`src/pkg/fwsp_pkg.sv`:
```
// Package: register map, field positions, reset values and carrier types of the four-wire serial port.
package fwsp_pkg;

   // -----------------------------------------------------------------------------------------
   // Register word addresses
   // -----------------------------------------------------------------------------------------
   localparam logic [15:0] OFS_CONFIG     = 16'h7040;
   localparam logic [15:0] OFS_CONTROL    = 16'h7041;
   localparam logic [15:0] OFS_STATUS     = 16'h7042;
   localparam logic [15:0] OFS_RATE       = 16'h7044;
   localparam logic [15:0] OFS_RX_EMU     = 16'h7046;
   localparam logic [15:0] OFS_RX_BUF     = 16'h7047;
   localparam logic [15:0] OFS_TX_BUF     = 16'h7048;
   localparam logic [15:0] OFS_SHIFT      = 16'h7049;
   localparam int unsigned MISC_NUM       = 4;
   localparam logic [15:0] MISC_OFS [MISC_NUM] = '{16'h704a, 16'h704b, 16'h704c, 16'h704f};

   // -----------------------------------------------------------------------------------------
   // Field positions
   // -----------------------------------------------------------------------------------------
   localparam int unsigned CCR_ENABLE     = 7;
   localparam int unsigned CCR_POLARITY   = 6;
   localparam int unsigned CCR_LEN_W      = 4;
   localparam int unsigned CTL_THREE_WIRE = 4;
   localparam int unsigned CTL_PHASE      = 3;
   localparam int unsigned CTL_MASTER     = 2;
   localparam int unsigned CTL_TALK       = 1;
   localparam int unsigned CTL_RX_IE      = 0;
   localparam int unsigned STS_OVERRUN    = 7;
   localparam int unsigned STS_RX_READY   = 6;
   localparam int unsigned STS_TX_FULL    = 5;

   // -----------------------------------------------------------------------------------------
   // Widths, reset values and rate floor
   // -----------------------------------------------------------------------------------------
   localparam int unsigned REG_W          = 16;
   localparam int unsigned BYTE_W         = 8;
   localparam int unsigned RATE_W         = 7;
   localparam int unsigned RATE_FLOOR     = 3;
   localparam logic [7:0]  CONFIG_RST     = 8'h00;
   localparam logic [7:0]  CONTROL_RST    = 8'h00;
   localparam logic [6:0]  RATE_RST       = 7'h00;
   localparam logic [7:0]  BYTE_RST       = 8'h00;
   localparam logic [15:0] WORD_RST       = 16'h0000;

   // -----------------------------------------------------------------------------------------
   // Types
   // -----------------------------------------------------------------------------------------
   typedef enum logic {FWSP_IDLE, FWSP_XFER} fwsp_state_t;

   typedef struct packed {
      logic sck;
      logic simo;
      logic somi;
      logic ste;
   } fwsp_pins_t;

   typedef struct packed {
      logic        rd;
      logic        wr;
      logic [15:0] addr;
      logic [15:0] data;
   } fwsp_bus_req_t;

   localparam fwsp_pins_t PIN_OUT_RST = '{sck: 1'b0, simo: 1'b0, somi: 1'b0, ste: 1'b1};
   localparam fwsp_pins_t PIN_OE_RST  = '{sck: 1'b0, simo: 1'b0, somi: 1'b0, ste: 1'b0};

endpackage : fwsp_pkg

```
`src/verilog/fwsp_rate_gen.sv`:
```
// Serial clock rate generator: one period of setting plus one input clocks (settings below 3 act as 3), with mid and end ticks.
`timescale 1ns/10ps
`default_nettype none
module fwsp_rate_gen #(
   parameter int unsigned DIV_W = 7
) (
   input  wire logic             clk_sys,
   input  wire logic             nrst,
   input  wire logic             run,
   input  wire logic [DIV_W-1:0] divider,
   output logic                  tickLead,
   output logic                  tickEnd
);
   import fwsp_pkg::*;

   logic [DIV_W-1:0] cnt_r;
   logic [DIV_W-1:0] cnt_nxt;
   logic [DIV_W-1:0] lastCnt;
   logic [DIV_W-1:0] halfCnt;

   // Odd periods give the idle half one cycle more than the active half.
   always_comb begin
      lastCnt  = (divider < DIV_W'(RATE_FLOOR)) ? DIV_W'(RATE_FLOOR) : divider;
      halfCnt  = lastCnt >> 1;
      tickLead = run && (cnt_r == halfCnt);
      tickEnd  = run && (cnt_r == lastCnt);
      if (!run || tickEnd) begin
         cnt_nxt = '0;
      end else begin
         cnt_nxt = DIV_W'(cnt_r + 1'b1);
      end
   end

   always_ff @(posedge clk_sys or negedge nrst) begin
      if (!nrst) begin
         cnt_r <= '0;
      end else begin
         cnt_r <= cnt_nxt;
      end
   end

endmodule : fwsp_rate_gen
`default_nettype wire

```
`src/verilog/fwsp_top.sv`:
```
// Four-wire serial port: register file, master and slave shift engine and pin drive.
`timescale 1ns/10ps
`default_nettype none
module fwsp_top (
   input  wire logic                   clk_sys,
   input  wire logic                   nrst,
   input  wire fwsp_pkg::fwsp_bus_req_t busReq,
   output logic [15:0]                 rdData,
   input  wire fwsp_pkg::fwsp_pins_t   pinIn,
   output fwsp_pkg::fwsp_pins_t        pinOut,
   output fwsp_pkg::fwsp_pins_t        pinOe,
   output logic                        pinOwned,
   output logic                        intReq
);
   import fwsp_pkg::*;

   // -----------------------------------------------------------------------------------------
   // State
   // -----------------------------------------------------------------------------------------
   logic [7:0]        cfg_r;
   logic [7:0]        cfg_nxt;
   logic [7:0]        ctl_r;
   logic [7:0]        ctl_nxt;
   logic [6:0]        rate_r;
   logic [6:0]        rate_nxt;
   logic [7:0]        misc_r [MISC_NUM];
   logic [7:0]        misc_nxt [MISC_NUM];
   logic [7:0]        txBuf_r;
   logic [7:0]        txBuf_nxt;
   logic              txFull_r;
   logic              txFull_nxt;
   logic [7:0]        rxBuf_r;
   logic [7:0]        rxBuf_nxt;
   logic              rxReady_r;
   logic              rxReady_nxt;
   logic              overrun_r;
   logic              overrun_nxt;
   fwsp_state_t       state_r;
   fwsp_state_t       state_nxt;
   logic [3:0]        cnt_r;
   logic [3:0]        cnt_nxt;
   logic [15:0]       txSh_r;
   logic [15:0]       txSh_nxt;
   logic [15:0]       rxSh_r;
   logic [15:0]       rxSh_nxt;
   logic              outBit_r;
   logic              outBit_nxt;
   logic              first_r;
   logic              first_nxt;
   logic              datPend_r;
   logic              datPend_nxt;
   logic              sckPrev_r;
   logic              sckPrev_nxt;
   fwsp_pins_t        pinOut_r;
   fwsp_pins_t        pinOut_nxt;
   fwsp_pins_t        pinOe_r;
   fwsp_pins_t        pinOe_nxt;
   logic [15:0]       rdData_r;
   logic [15:0]       rdData_nxt;
   logic              pinOwned_r;
   logic              pinOwned_nxt;
   logic              intReq_r;
   logic              intReq_nxt;

   // -----------------------------------------------------------------------------------------
   // Decoded controls and events
   // -----------------------------------------------------------------------------------------
   logic              enable;
   logic              polarity;
   logic              phase;
   logic              master;
   logic              talk;
   logic              threeWire;
   logic [3:0]        lenM1;
   logic [15:0]       lenMask;
   logic [7:0]        wrByte;
   logic              inBit;
   logic              slvSel;
   logic              sckEdge;
   logic              lead;
   logic              trail;
   logic              tickLead;
   logic              tickEnd;
   logic              rateRun;
   logic              setRx;
   logic              clrRx;
   logic              setOvr;
   logic              clrOvr;
   logic              setTxFull;
   logic              loadTx;
   logic              datWr;

   assign rateRun = enable && master && (state_r == FWSP_XFER);

   fwsp_rate_gen #(
      .DIV_W    (RATE_W)
   ) u_rate (
      .clk_sys  (clk_sys),
      .nrst     (nrst),
      .run      (rateRun),
      .divider  (rate_r),
      .tickLead (tickLead),
      .tickEnd  (tickEnd)
   );

   // -----------------------------------------------------------------------------------------
   // Next-state logic
   // -----------------------------------------------------------------------------------------
   always_comb begin
      cfg_nxt      = cfg_r;
      ctl_nxt      = ctl_r;
      rate_nxt     = rate_r;
      misc_nxt     = misc_r;
      txBuf_nxt    = txBuf_r;
      rxBuf_nxt    = rxBuf_r;
      state_nxt    = state_r;
      cnt_nxt      = cnt_r;
      txSh_nxt     = txSh_r;
      rxSh_nxt     = rxSh_r;
      outBit_nxt   = outBit_r;
      first_nxt    = 1'b0;
      datPend_nxt  = datPend_r;
      rdData_nxt   = rdData_r;
      setRx        = 1'b0;
      clrRx        = 1'b0;
      setOvr       = 1'b0;
      clrOvr       = 1'b0;
      setTxFull    = 1'b0;
      loadTx       = 1'b0;
      datWr        = 1'b0;

      enable    = cfg_r[CCR_ENABLE];
      polarity  = cfg_r[CCR_POLARITY];
      lenM1     = cfg_r[CCR_LEN_W-1:0];
      phase     = ctl_r[CTL_PHASE];
      master    = ctl_r[CTL_MASTER];
      talk      = ctl_r[CTL_TALK];
      threeWire = ctl_r[CTL_THREE_WIRE];
      lenMask   = 16'hffff >> (4'hf - lenM1);
      wrByte    = busReq.data[BYTE_W-1:0];
      sckPrev_nxt = pinIn.sck;

      // In three-wire mode the master shares its output line and the slave its output line.
      if (master) begin
         inBit = threeWire ? pinIn.simo : pinIn.somi;
      end else begin
         inBit = threeWire ? pinIn.somi : pinIn.simo;
      end

      slvSel  = !pinIn.ste;
      sckEdge = (pinIn.sck != sckPrev_r) && slvSel;
      if (master) begin
         lead  = tickLead;
         trail = tickEnd;
      end else begin
         lead  = sckEdge && (pinIn.sck != polarity);
         trail = sckEdge && (pinIn.sck == polarity);
      end

      // Register writes take the low byte only.
      if (busReq.wr) begin
         case (busReq.addr)
            OFS_CONFIG:  cfg_nxt = wrByte;
            OFS_CONTROL: ctl_nxt = {3'h0, wrByte[4:0]};
            OFS_STATUS:  clrOvr = wrByte[STS_OVERRUN];
            OFS_RATE:    rate_nxt = wrByte[RATE_W-1:0];
            OFS_TX_BUF: begin
               txBuf_nxt = wrByte;
               setTxFull = 1'b1;
            end
            OFS_SHIFT: begin
               datWr = (state_r == FWSP_IDLE);
            end
            default: begin
               for (int i = 0; i < MISC_NUM; i++) begin
                  if (busReq.addr == MISC_OFS[i]) begin
                     misc_nxt[i] = wrByte;
                  end
               end
            end
         endcase
      end
      if (datWr) begin
         txSh_nxt    = {8'h00, wrByte};
         datPend_nxt = 1'b1;
      end

      // Register reads return the low byte with the upper byte zero.
      if (busReq.rd) begin
         rdData_nxt = WORD_RST;
         case (busReq.addr)
            OFS_CONFIG:  rdData_nxt[7:0] = cfg_r;
            OFS_CONTROL: rdData_nxt[7:0] = ctl_r;
            OFS_STATUS:  rdData_nxt[7:0] = {overrun_r, rxReady_r, txFull_r, 5'h00};
            OFS_RATE:    rdData_nxt[7:0] = {1'b0, rate_r};
            OFS_RX_EMU:  rdData_nxt[7:0] = rxBuf_r;
            OFS_RX_BUF: begin
               rdData_nxt[7:0] = rxBuf_r;
               clrRx           = 1'b1;
            end
            OFS_TX_BUF:  rdData_nxt[7:0] = txBuf_r;
            OFS_SHIFT:   rdData_nxt[7:0] = txSh_r[7:0];
            default: begin
               for (int i = 0; i < MISC_NUM; i++) begin
                  if (busReq.addr == MISC_OFS[i]) begin
                     rdData_nxt[7:0] = misc_r[i];
                  end
               end
            end
         endcase
      end

      // Shift engine. Both directions move on every word; talk only gates the pin drive.
      unique case (state_r)
         FWSP_IDLE: begin
            if (enable && !datWr && ((master && (txFull_r || datPend_r)) || (!master && slvSel))) begin
               if (txFull_r && !datPend_r) begin
                  txSh_nxt = {8'h00, txBuf_r};
                  loadTx   = 1'b1;
               end
               datPend_nxt = 1'b0;
               cnt_nxt     = lenM1;
               first_nxt   = 1'b1;
               state_nxt   = FWSP_XFER;
            end
         end
         FWSP_XFER: begin
            if (!enable || (!master && !slvSel)) begin
               state_nxt = FWSP_IDLE;
            end else begin
               if (first_r && phase) begin
                  outBit_nxt = txSh_r[cnt_r];
               end
               if (lead) begin
                  if (phase) begin
                     rxSh_nxt = {rxSh_r[14:0], inBit};
                  end else begin
                     outBit_nxt = txSh_r[cnt_r];
                  end
               end
               if (trail) begin
                  if (!phase) begin
                     rxSh_nxt = {rxSh_r[14:0], inBit};
                  end
                  if (cnt_r == 4'h0) begin
                     rxBuf_nxt = rxSh_nxt[7:0] & lenMask[7:0];
                     setRx     = 1'b1;
                     setOvr    = rxReady_r && !clrRx;
                     state_nxt = FWSP_IDLE;
                  end else begin
                     cnt_nxt = 4'(cnt_r - 4'h1);
                     if (phase) begin
                        outBit_nxt = txSh_r[4'(cnt_r - 4'h1)];
                     end
                  end
               end
            end
         end
      endcase

      // A set in the same cycle as a clear wins.
      rxReady_nxt = setRx ? 1'b1 : (clrRx ? 1'b0 : rxReady_r);
      overrun_nxt = setOvr ? 1'b1 : (clrOvr ? 1'b0 : overrun_r);
      txFull_nxt  = setTxFull ? 1'b1 : (loadTx ? 1'b0 : txFull_r);

      // Clearing the enable bit acts as a soft reset of the engine and its flags.
      if (!enable) begin
         state_nxt   = FWSP_IDLE;
         rxReady_nxt = 1'b0;
         overrun_nxt = 1'b0;
         txFull_nxt  = 1'b0;
         datPend_nxt = 1'b0;
      end

      intReq_nxt   = ctl_r[CTL_RX_IE] && (rxReady_nxt || overrun_nxt);
      pinOwned_nxt = enable;

      // Pin drive. The serial clock is at its idle level outside words.
      pinOut_nxt.sck  = polarity;
      if (master && (state_nxt == FWSP_XFER)) begin
         pinOut_nxt.sck = pinOut_r.sck;
         if (lead) begin
            pinOut_nxt.sck = !polarity;
         end
         if (trail) begin
            pinOut_nxt.sck = polarity;
         end
      end
      pinOut_nxt.simo = outBit_nxt;
      pinOut_nxt.somi = outBit_nxt;
      pinOut_nxt.ste  = !(master && (state_nxt == FWSP_XFER));
      pinOe_nxt.sck   = enable && master;
      pinOe_nxt.simo  = enable && master && talk;
      pinOe_nxt.somi  = enable && !master && talk && slvSel;
      pinOe_nxt.ste   = enable && master;
   end

   // -----------------------------------------------------------------------------------------
   // Registers
   // -----------------------------------------------------------------------------------------
   always_ff @(posedge clk_sys or negedge nrst) begin
      if (!nrst) begin
         cfg_r      <= CONFIG_RST;
         ctl_r      <= CONTROL_RST;
         rate_r     <= RATE_RST;
         for (int i = 0; i < MISC_NUM; i++) begin
            misc_r[i] <= BYTE_RST;
         end
         txBuf_r    <= BYTE_RST;
         txFull_r   <= 1'b0;
         rxBuf_r    <= BYTE_RST;
         rxReady_r  <= 1'b0;
         overrun_r  <= 1'b0;
         state_r    <= FWSP_IDLE;
         cnt_r      <= 4'h0;
         txSh_r     <= WORD_RST;
         rxSh_r     <= WORD_RST;
         outBit_r   <= 1'b0;
         first_r    <= 1'b0;
         datPend_r  <= 1'b0;
         sckPrev_r  <= 1'b0;
         pinOut_r   <= PIN_OUT_RST;
         pinOe_r    <= PIN_OE_RST;
         rdData_r   <= WORD_RST;
         pinOwned_r <= 1'b0;
         intReq_r   <= 1'b0;
      end else begin
         cfg_r      <= cfg_nxt;
         ctl_r      <= ctl_nxt;
         rate_r     <= rate_nxt;
         misc_r     <= misc_nxt;
         txBuf_r    <= txBuf_nxt;
         txFull_r   <= txFull_nxt;
         rxBuf_r    <= rxBuf_nxt;
         rxReady_r  <= rxReady_nxt;
         overrun_r  <= overrun_nxt;
         state_r    <= state_nxt;
         cnt_r      <= cnt_nxt;
         txSh_r     <= txSh_nxt;
         rxSh_r     <= rxSh_nxt;
         outBit_r   <= outBit_nxt;
         first_r    <= first_nxt;
         datPend_r  <= datPend_nxt;
         sckPrev_r  <= sckPrev_nxt;
         pinOut_r   <= pinOut_nxt;
         pinOe_r    <= pinOe_nxt;
         rdData_r   <= rdData_nxt;
         pinOwned_r <= pinOwned_nxt;
         intReq_r   <= intReq_nxt;
      end
   end

   assign rdData   = rdData_r;
   assign pinOut   = pinOut_r;
   assign pinOe    = pinOe_r;
   assign pinOwned = pinOwned_r;
   assign intReq   = intReq_r;

endmodule : fwsp_top
`default_nettype wire

```
`config.mk`:
```
export PLATFORM = sky130hd
export DESIGN_NAME = fwsp_top
export DESIGN_NICKNAME = d
export VERILOG_FILES = /design/src/pkg/fwsp_pkg.sv /design/src/verilog/fwsp_rate_gen.sv /design/src/verilog/fwsp_top.sv
export SDC_FILE = /design/constraint.sdc
export NUM_CORES = 1
export LEC_CHECK = 0
export BUFFER_PORTS_ARGS = -buffer_cell sky130_fd_sc_hd__buf_4
export CAP_MARGIN = 0
export CORE_ASPECT_RATIO = 1.25
export CORE_MARGIN = 1
export CORE_UTILIZATION = 39
export CTS_CLUSTER_SIZE = 14
export DETAILED_ROUTE_END_ITERATION = 7
export HOLD_SLACK_MARGIN = 0.15
export SYNTH_ARGS = -nofsm -noshare
export SYNTH_HDL_FRONTEND = slang
export SYNTH_HIERARCHICAL = 1
export SYNTH_SLANG_ARGS = --single-unit
```
`constraint.sdc`:
```
create_clock -name clk_sys -period 6 [get_ports clk_sys]
set_input_delay 0.6 -clock clk_sys [delete_from_list [all_inputs] [get_ports clk_sys]]
set_output_delay 0.6 -clock clk_sys [all_outputs]
set_load 0.05 [all_outputs]
```
# Word-level counts from Yosys, hierarchy flattened
# Index checks and enable logic that the tools add are counted.
[op_classes]
addsub = 3
n_lt_le_gt_ge = 3
n_eq_ne = 23
n_shift = 1
muxes = 80
n_bitwise = 4
reduce_logical = 49
[ops]
columns = ["cell", "n"]
rows = [
  ["$eq A16 B15 Y1 const B", 12],
  ["$mux W16", 11],
  ["$pmux W8 S7", 1],
  ["$mux W1", 54],
  ["$mux W8", 4],
  ["$logic_and A1 B1 Y1", 21],
  ["$mux W4", 4],
  ["$shr A16 B4 Y8 const A", 1],
  ["$mux W7", 2],
  ["$reduce_and A3 Y1", 4],
  ["$lt A4 B5 Y1 const B", 2],
  ["$reduce_and A2 Y1", 5],
  ["$logic_not A1 Y1", 9],
  ["$and A8 B8 Y8", 1],
  ["$bmux W1 S4", 2],
  ["$pmux W4 S2", 1],
  ["$reduce_and A4 Y1", 2],
  ["$add A7 B1 Y7 const B", 1],
  ["$eq A7 B6 Y1", 1],
  ["$eq A7 B7 Y1", 1],
  ["$lt A7 B2 Y1 const B", 1],
  ["$reduce_or A6 Y1", 1],
  ["$logic_or A1 B1 Y1", 5],
  ["$logic_not A4 Y1", 1],
  ["other kinds (11)", 16],
]
[totals]
reg_bits = 134
in_bits = 40
out_inout_bits = 26
wordCells = 192

# Depth between registers and ports, before layout
[depth]
word_depth = 13
depth_mapped = 10
ltp_nobuf = 9

# Modules after synthesis
# Netlist, hierarchy kept.
[modules_own_cells]
columns = ["module", "n_inst", "cells_each", "area_each_um2", "seq_area_each_um2"]
rows = [
  ["fwsp_top", 1, 537, 6134.6, 2979.1],
  ["fwsp_rate_gen", 1, 59, 536.8, 175.2],
]

# Worst setup path before layout
# OpenSTA, ideal clock, no wires.
[synth_path]
kind = "register to register"
startpoint = "reg rate_r[6]"
endpoint = "reg rxBuf_r[5]"
setup_ps = 95
arrival_time_ps = 2773
required_time_ps = 5905
path_slack_ps = 3132
path_stages_with_launch = 9
n_path_buf = 0
synth_period_minus_slack_ps = 2868
cell_sequence = "dfrtp_1 > or4_4 > or3_4 > a2111oi_4 > and2_1 > nand2_1 > a211o_1 > o21bai_1 > o31ai_1"
[synth_via]
elab_cells_between_ends = 15
classes_between = "order compare (1); eq/ne (2); mux (8); bitwise (1); reduce/logical (3)"
[synth_rtl]
columns = ["item", "line", "source"]
rows = [
  ["start, declared", "fwsp_top.sv:24", "logic [6:0] rate_r;"],
  ["start signal, assigned", "fwsp_top.sv:330", "rate_r <= rate_nxt;"],
  ["$lt A7 B2 Y1", "fwsp_rate_gen.sv:23", "lastCnt = (divider < DIV_W'(RATE_FLOOR)) ? DIV_W'(RATE_FLOOR) : divider;"],
  ["$mux W7 *", "fwsp_rate_gen.sv:23", ""],
  ["$eq A7 B7 Y1 *", "fwsp_rate_gen.sv:26", "tickEnd = run && (cnt_r == lastCnt);"],
  ["$logic_and A1 B1 Y1 *", "fwsp_rate_gen.sv:26", ""],
  ["via tickEnd", "fwsp_top.sv:83", "logic tickEnd;"],
  ["$mux W1 *", "fwsp_top.sv:152", "if (master) begin"],
  ["$reduce_and A4 Y1 (no line) *", "n/a", ""],
  ["end signal, assigned", "fwsp_top.sv:334", "rxBuf_r <= rxBuf_nxt;"],
  ["end, declared", "fwsp_top.sv:32", "logic [7:0] rxBuf_r;"],
]
# The timed path passes the listed nets; every way through them passes the cells marked *. The select of a mux whose other input is x is not followed.
# A chain may end at the register's enable or synchronous reset.

# Final worst setup path
# Ends and elaborated chain as after synthesis.

==> summary.txt <==
Routing
  • WL final: 16,840 um
  • Detail Route Antenna Nets: 0
  • Residual DRC count: 0
  • Via Count: 4,943
  • Drt pass-1 iters: 6
  • Post-DR wirelength/cell: 19.51 um
  • Initial drt markers: 297
  • DR vias/cell: 5.728

Power
  • Sw Share: 24.36%
  • VDD IR max: 0.1558 mV
  • Pint: 0.001477 W
  • Sw Pwr: 0.0004756 W
  • PD cells: 253.7 nW/um^2
  • Clock share of power: 50.2%
  • Gate power share: 5.9%
  • Lkg Pwr: 3.531 nW
  • Sequential power share: 43.9%

Global route
  • GR Layer Usage met3: 4.601%
  • Grt total ovfl: 0
  • Global-route wire length before repair: 27,230 um
  • Pin count of the biggest net entering global routing: 69
  • Vias in the first global route: 5,034
  • Antenna violations before repair: 0
  • Met1 GRT Util: 24.29%
  • GRT Overall Usage: 20.26%
  • M2 GR Usage: 34.53%
  • Layer with the highest usage: met2

Clocking
  • Clk_lat worst skew: 0.43 ns
  • CTS Buf Count: 17
  • CTS Buffer Depth: 2
  • Clock transition at path regs: 0.06 ns
  • CTS sink cnt: 126
  • Hold_buf cts: 0
  • H-Tree Depth: 4
  • Setup repair bufs after CTS: 0
  • CTS root buffer: clkbuf_16
  • Post-CTS sizing: 0
  • CTS tree: yes

Synthesis
  • Post-synth ARST share: 100.0%
  • List of most frequent post-synthesis cells: dfrtp_1 (125), mux2_2 (77), nand2_1 (41)
  • Most common cell in the synthesized netlist: dfrtp_1
  • Synth unique cells: 70
  • Mapped Cells: 596
  • Post-synth top area cell: dfrtp_1
  • Cells taking the most area after synthesis: dfrtp_1 (47%), mux2_2 (13%), mux2i_1 (3.3%)
  • Synth Register Bits: 126
  • Top cell type's share of synthesized area: 46.89%
  • Synth Cell Area: 6671 um^2
  • Top_reg_cell synth: dfrtp_1
  • Synth Warn #: 6
  • EDFF count, synth: 0
  • Post-synthesis sequential area ratio: 47.28%
  • Mapped Avg Cell Area: 11.19 um^2

Critical path
  • Worst Setup End Kind: flop
  • Crit path kind: flop to flop
  • Startpoint Class: flop
  • CP max FO: 17
  • Critical path arrival: 3.77 ns
  • WP data required: 6.33 ns

Timing
  • Max Freq: 291.1 MHz
  • Fin crit share: 57.26%
  • Clock Skews: 0.01527 ns
  • Headroom to the max-slew limit: 21.04%
  • Setup TNS: 0 ns
  • Max-slew violation count: 0
  • Unrepaired setup endpoints after global routing: false
  • Final setup viols: 0
  • Tmin final: 3.436 ns
  • Hold slack: 0.2530 ns
  • Worst-Margin Slew: 1.179 ns
  • Final hold vios: 0

Run
  • Maxcap violations: 0

Placement
  • Gpl congestion: 0.8350
  • Port Buffers: 49
  • Cell area after placement: 7128 um^2
  • DP HPWL: 12,060 um

Cells and area
  • Final core occ: 45.88%
  • Ant diodes: 0
  • Final Cell Area: 7697 um^2
  • Multi-input combinational cell area: 3263 um^2
  • Layout Area Growth over Synthesis: 15.38%
  • Total Nets Final: 673
  • Total area of sequential cells: 3154 um^2
  • Fillers: 1,556
  • Share of layout cells above drive strength 1: 29.24%

Die
  • Core Rows: 53
  • Ports: 66
  • Die width: 119.0 um
  • Die height: 148.2 um
  • Initial cell density of the core: 39.76%
  • DIE AREA: 17,640 um^2
  • Core ar.: 16,780 um^2

Run status
  • Status: finished, final reports clean

Worst hold path
  • Hold WC Path Type: primary input to async pin
[cells by family after synthesis]
family / synth area share, %
buffers and inverters: 4.201
multiplexers: 19.34
flip-flops: 47.28
adder cells (fa/ha/maj): 0.5627
AO/OA/AOI/OAI: 12.96
other: 0.05621
XOR/XNOR: 2.494
AND/OR/NAND/NOR: 13.11
[worst max-delay path, cell delays in order, from the launching register on]
cell	delay (ns)
dfrtp_1	0.44
or4_4	0.57
or3_4	0.35
a2111oi_4	0.60
and2_1	0.22
nand2_1	0.12
a211o_1	0.51
o21bai_1	0.28
o31ai_1	0.25
[layout make-up]
class | instances | share of cell area (%)
clock inverters | 12 | 1.463
flip-flops and latches | 126 | 40.98
repair buffers | 51 | 4.974
well taps | 220 | 3.576
clock buffers | 20 | 5.933
inverters | 14 | 0.6827
multi-input cells | 420 | 42.39
[cell usage in the layout (no fill, tap or decap), types with 3 or more instances in the layout]
cell type | netlist | final
xnor2_1 | 11 | 11
nor3_1 | 7 | 7
nor2b_1 | 4 | 4
and3_1 | 6 | 6
o21ai_0 | 24 | 24
nor3b_1 | 6 | 6
o2bb2ai_1 | 7 | 7
buf_4 | 13 | 51
nor2_1 | 34 | 34
conb_1 | 1 | 8
nand4_1 | 3 | 3
a22oi_1 | 14 | 14
a21oi_1 | 28 | 28
inv_1 | 13 | 13
a31oi_1 | 10 | 10
nand3_1 | 14 | 14
xor2_1 | 8 | 8
mux4_2 | 9 | 9
a22o_1 | 3 | 3
o31ai_1 | 7 | 7
ha_1 | 3 | 3
and4bb_2 | 3 | 3
dfrtp_1 | 125 | 125
nand2b_1 | 3 | 3
and2_1 | 12 | 12
mux2i_1 | 22 | 22
nand2_1 | 41 | 41
clkbuf_16 | 0 | 17
mux2_2 | 77 | 77
clkinvlp_4 | 0 | 5
o21a_1 | 7 | 7
[state kept, by name (all words and copies together), names as in the netlist, 3 cells and up]
name / flops
txSh_r: 16
pinOut: 3
txBuf_r: 8
rxSh_r: 8
rdData: 8
rate_r: 7
misc_r: 32
ctl_r: 5
rxBuf_r: 8
cnt_r: 4
cfg_r: 8
u_rate/cnt_r: 7
pinOe: 3
[per-layer routing]
| metal | part of all wire, % | vias up |
|---|---|---|
| met4 | 3.1 | 0 |
| met1 | 41 | 2526 |
| met5 | 0 | - |
| met2 | 52 | 143 |
| li1 | - | 2240 |
| met3 | 4.0 | 34 |
[path summary, 6_finish.rpt]
kind | start | cells after the start | slack, ns | endpoint
max in group asynchronous | nrst | 2 | 4.39 | misc_r[1]
min reg2reg | misc_r[4] | 1 | 0.50 | misc_r[4]
max | rate_r[6] | 8 | 2.56 | rxBuf_r[5]
min in group clk_sys | pinIn[3] | 1 | 0.32 | sckPrev_r
max reg2reg | rate_r[6] | 8 | 2.56 | rxBuf_r[5]
min | nrst | 1 | 0.25 | pinOe[0]
[power by group through the flow]
stage	sequential, W	combinational [W]	clock [W]
4_1_cts	0.000857	0.000116	0.00100
5_1_grt	0.000858	0.000124	0.00104
6_report	0.000858	0.000115	0.000981
3_3_place_gp	0.000872	0.000115	0
2_1_floorplan	0.000885	0.0000485	0
3_5_place_dp	0.000873	0.000115	0
[stage by stage]
step,instances,power (W),worst slack (ns)
after floorplan,603,0.0009334,3.132
after detailed placement,831,0.0009881,2.576
after global placement,831,0.0009870,2.685
after global routing,863,0.002021,2.343
final,863,0.001953,2.564
after CTS,863,0.001974,2.565
Note: power is estimated with default switching activity, not from simulation.
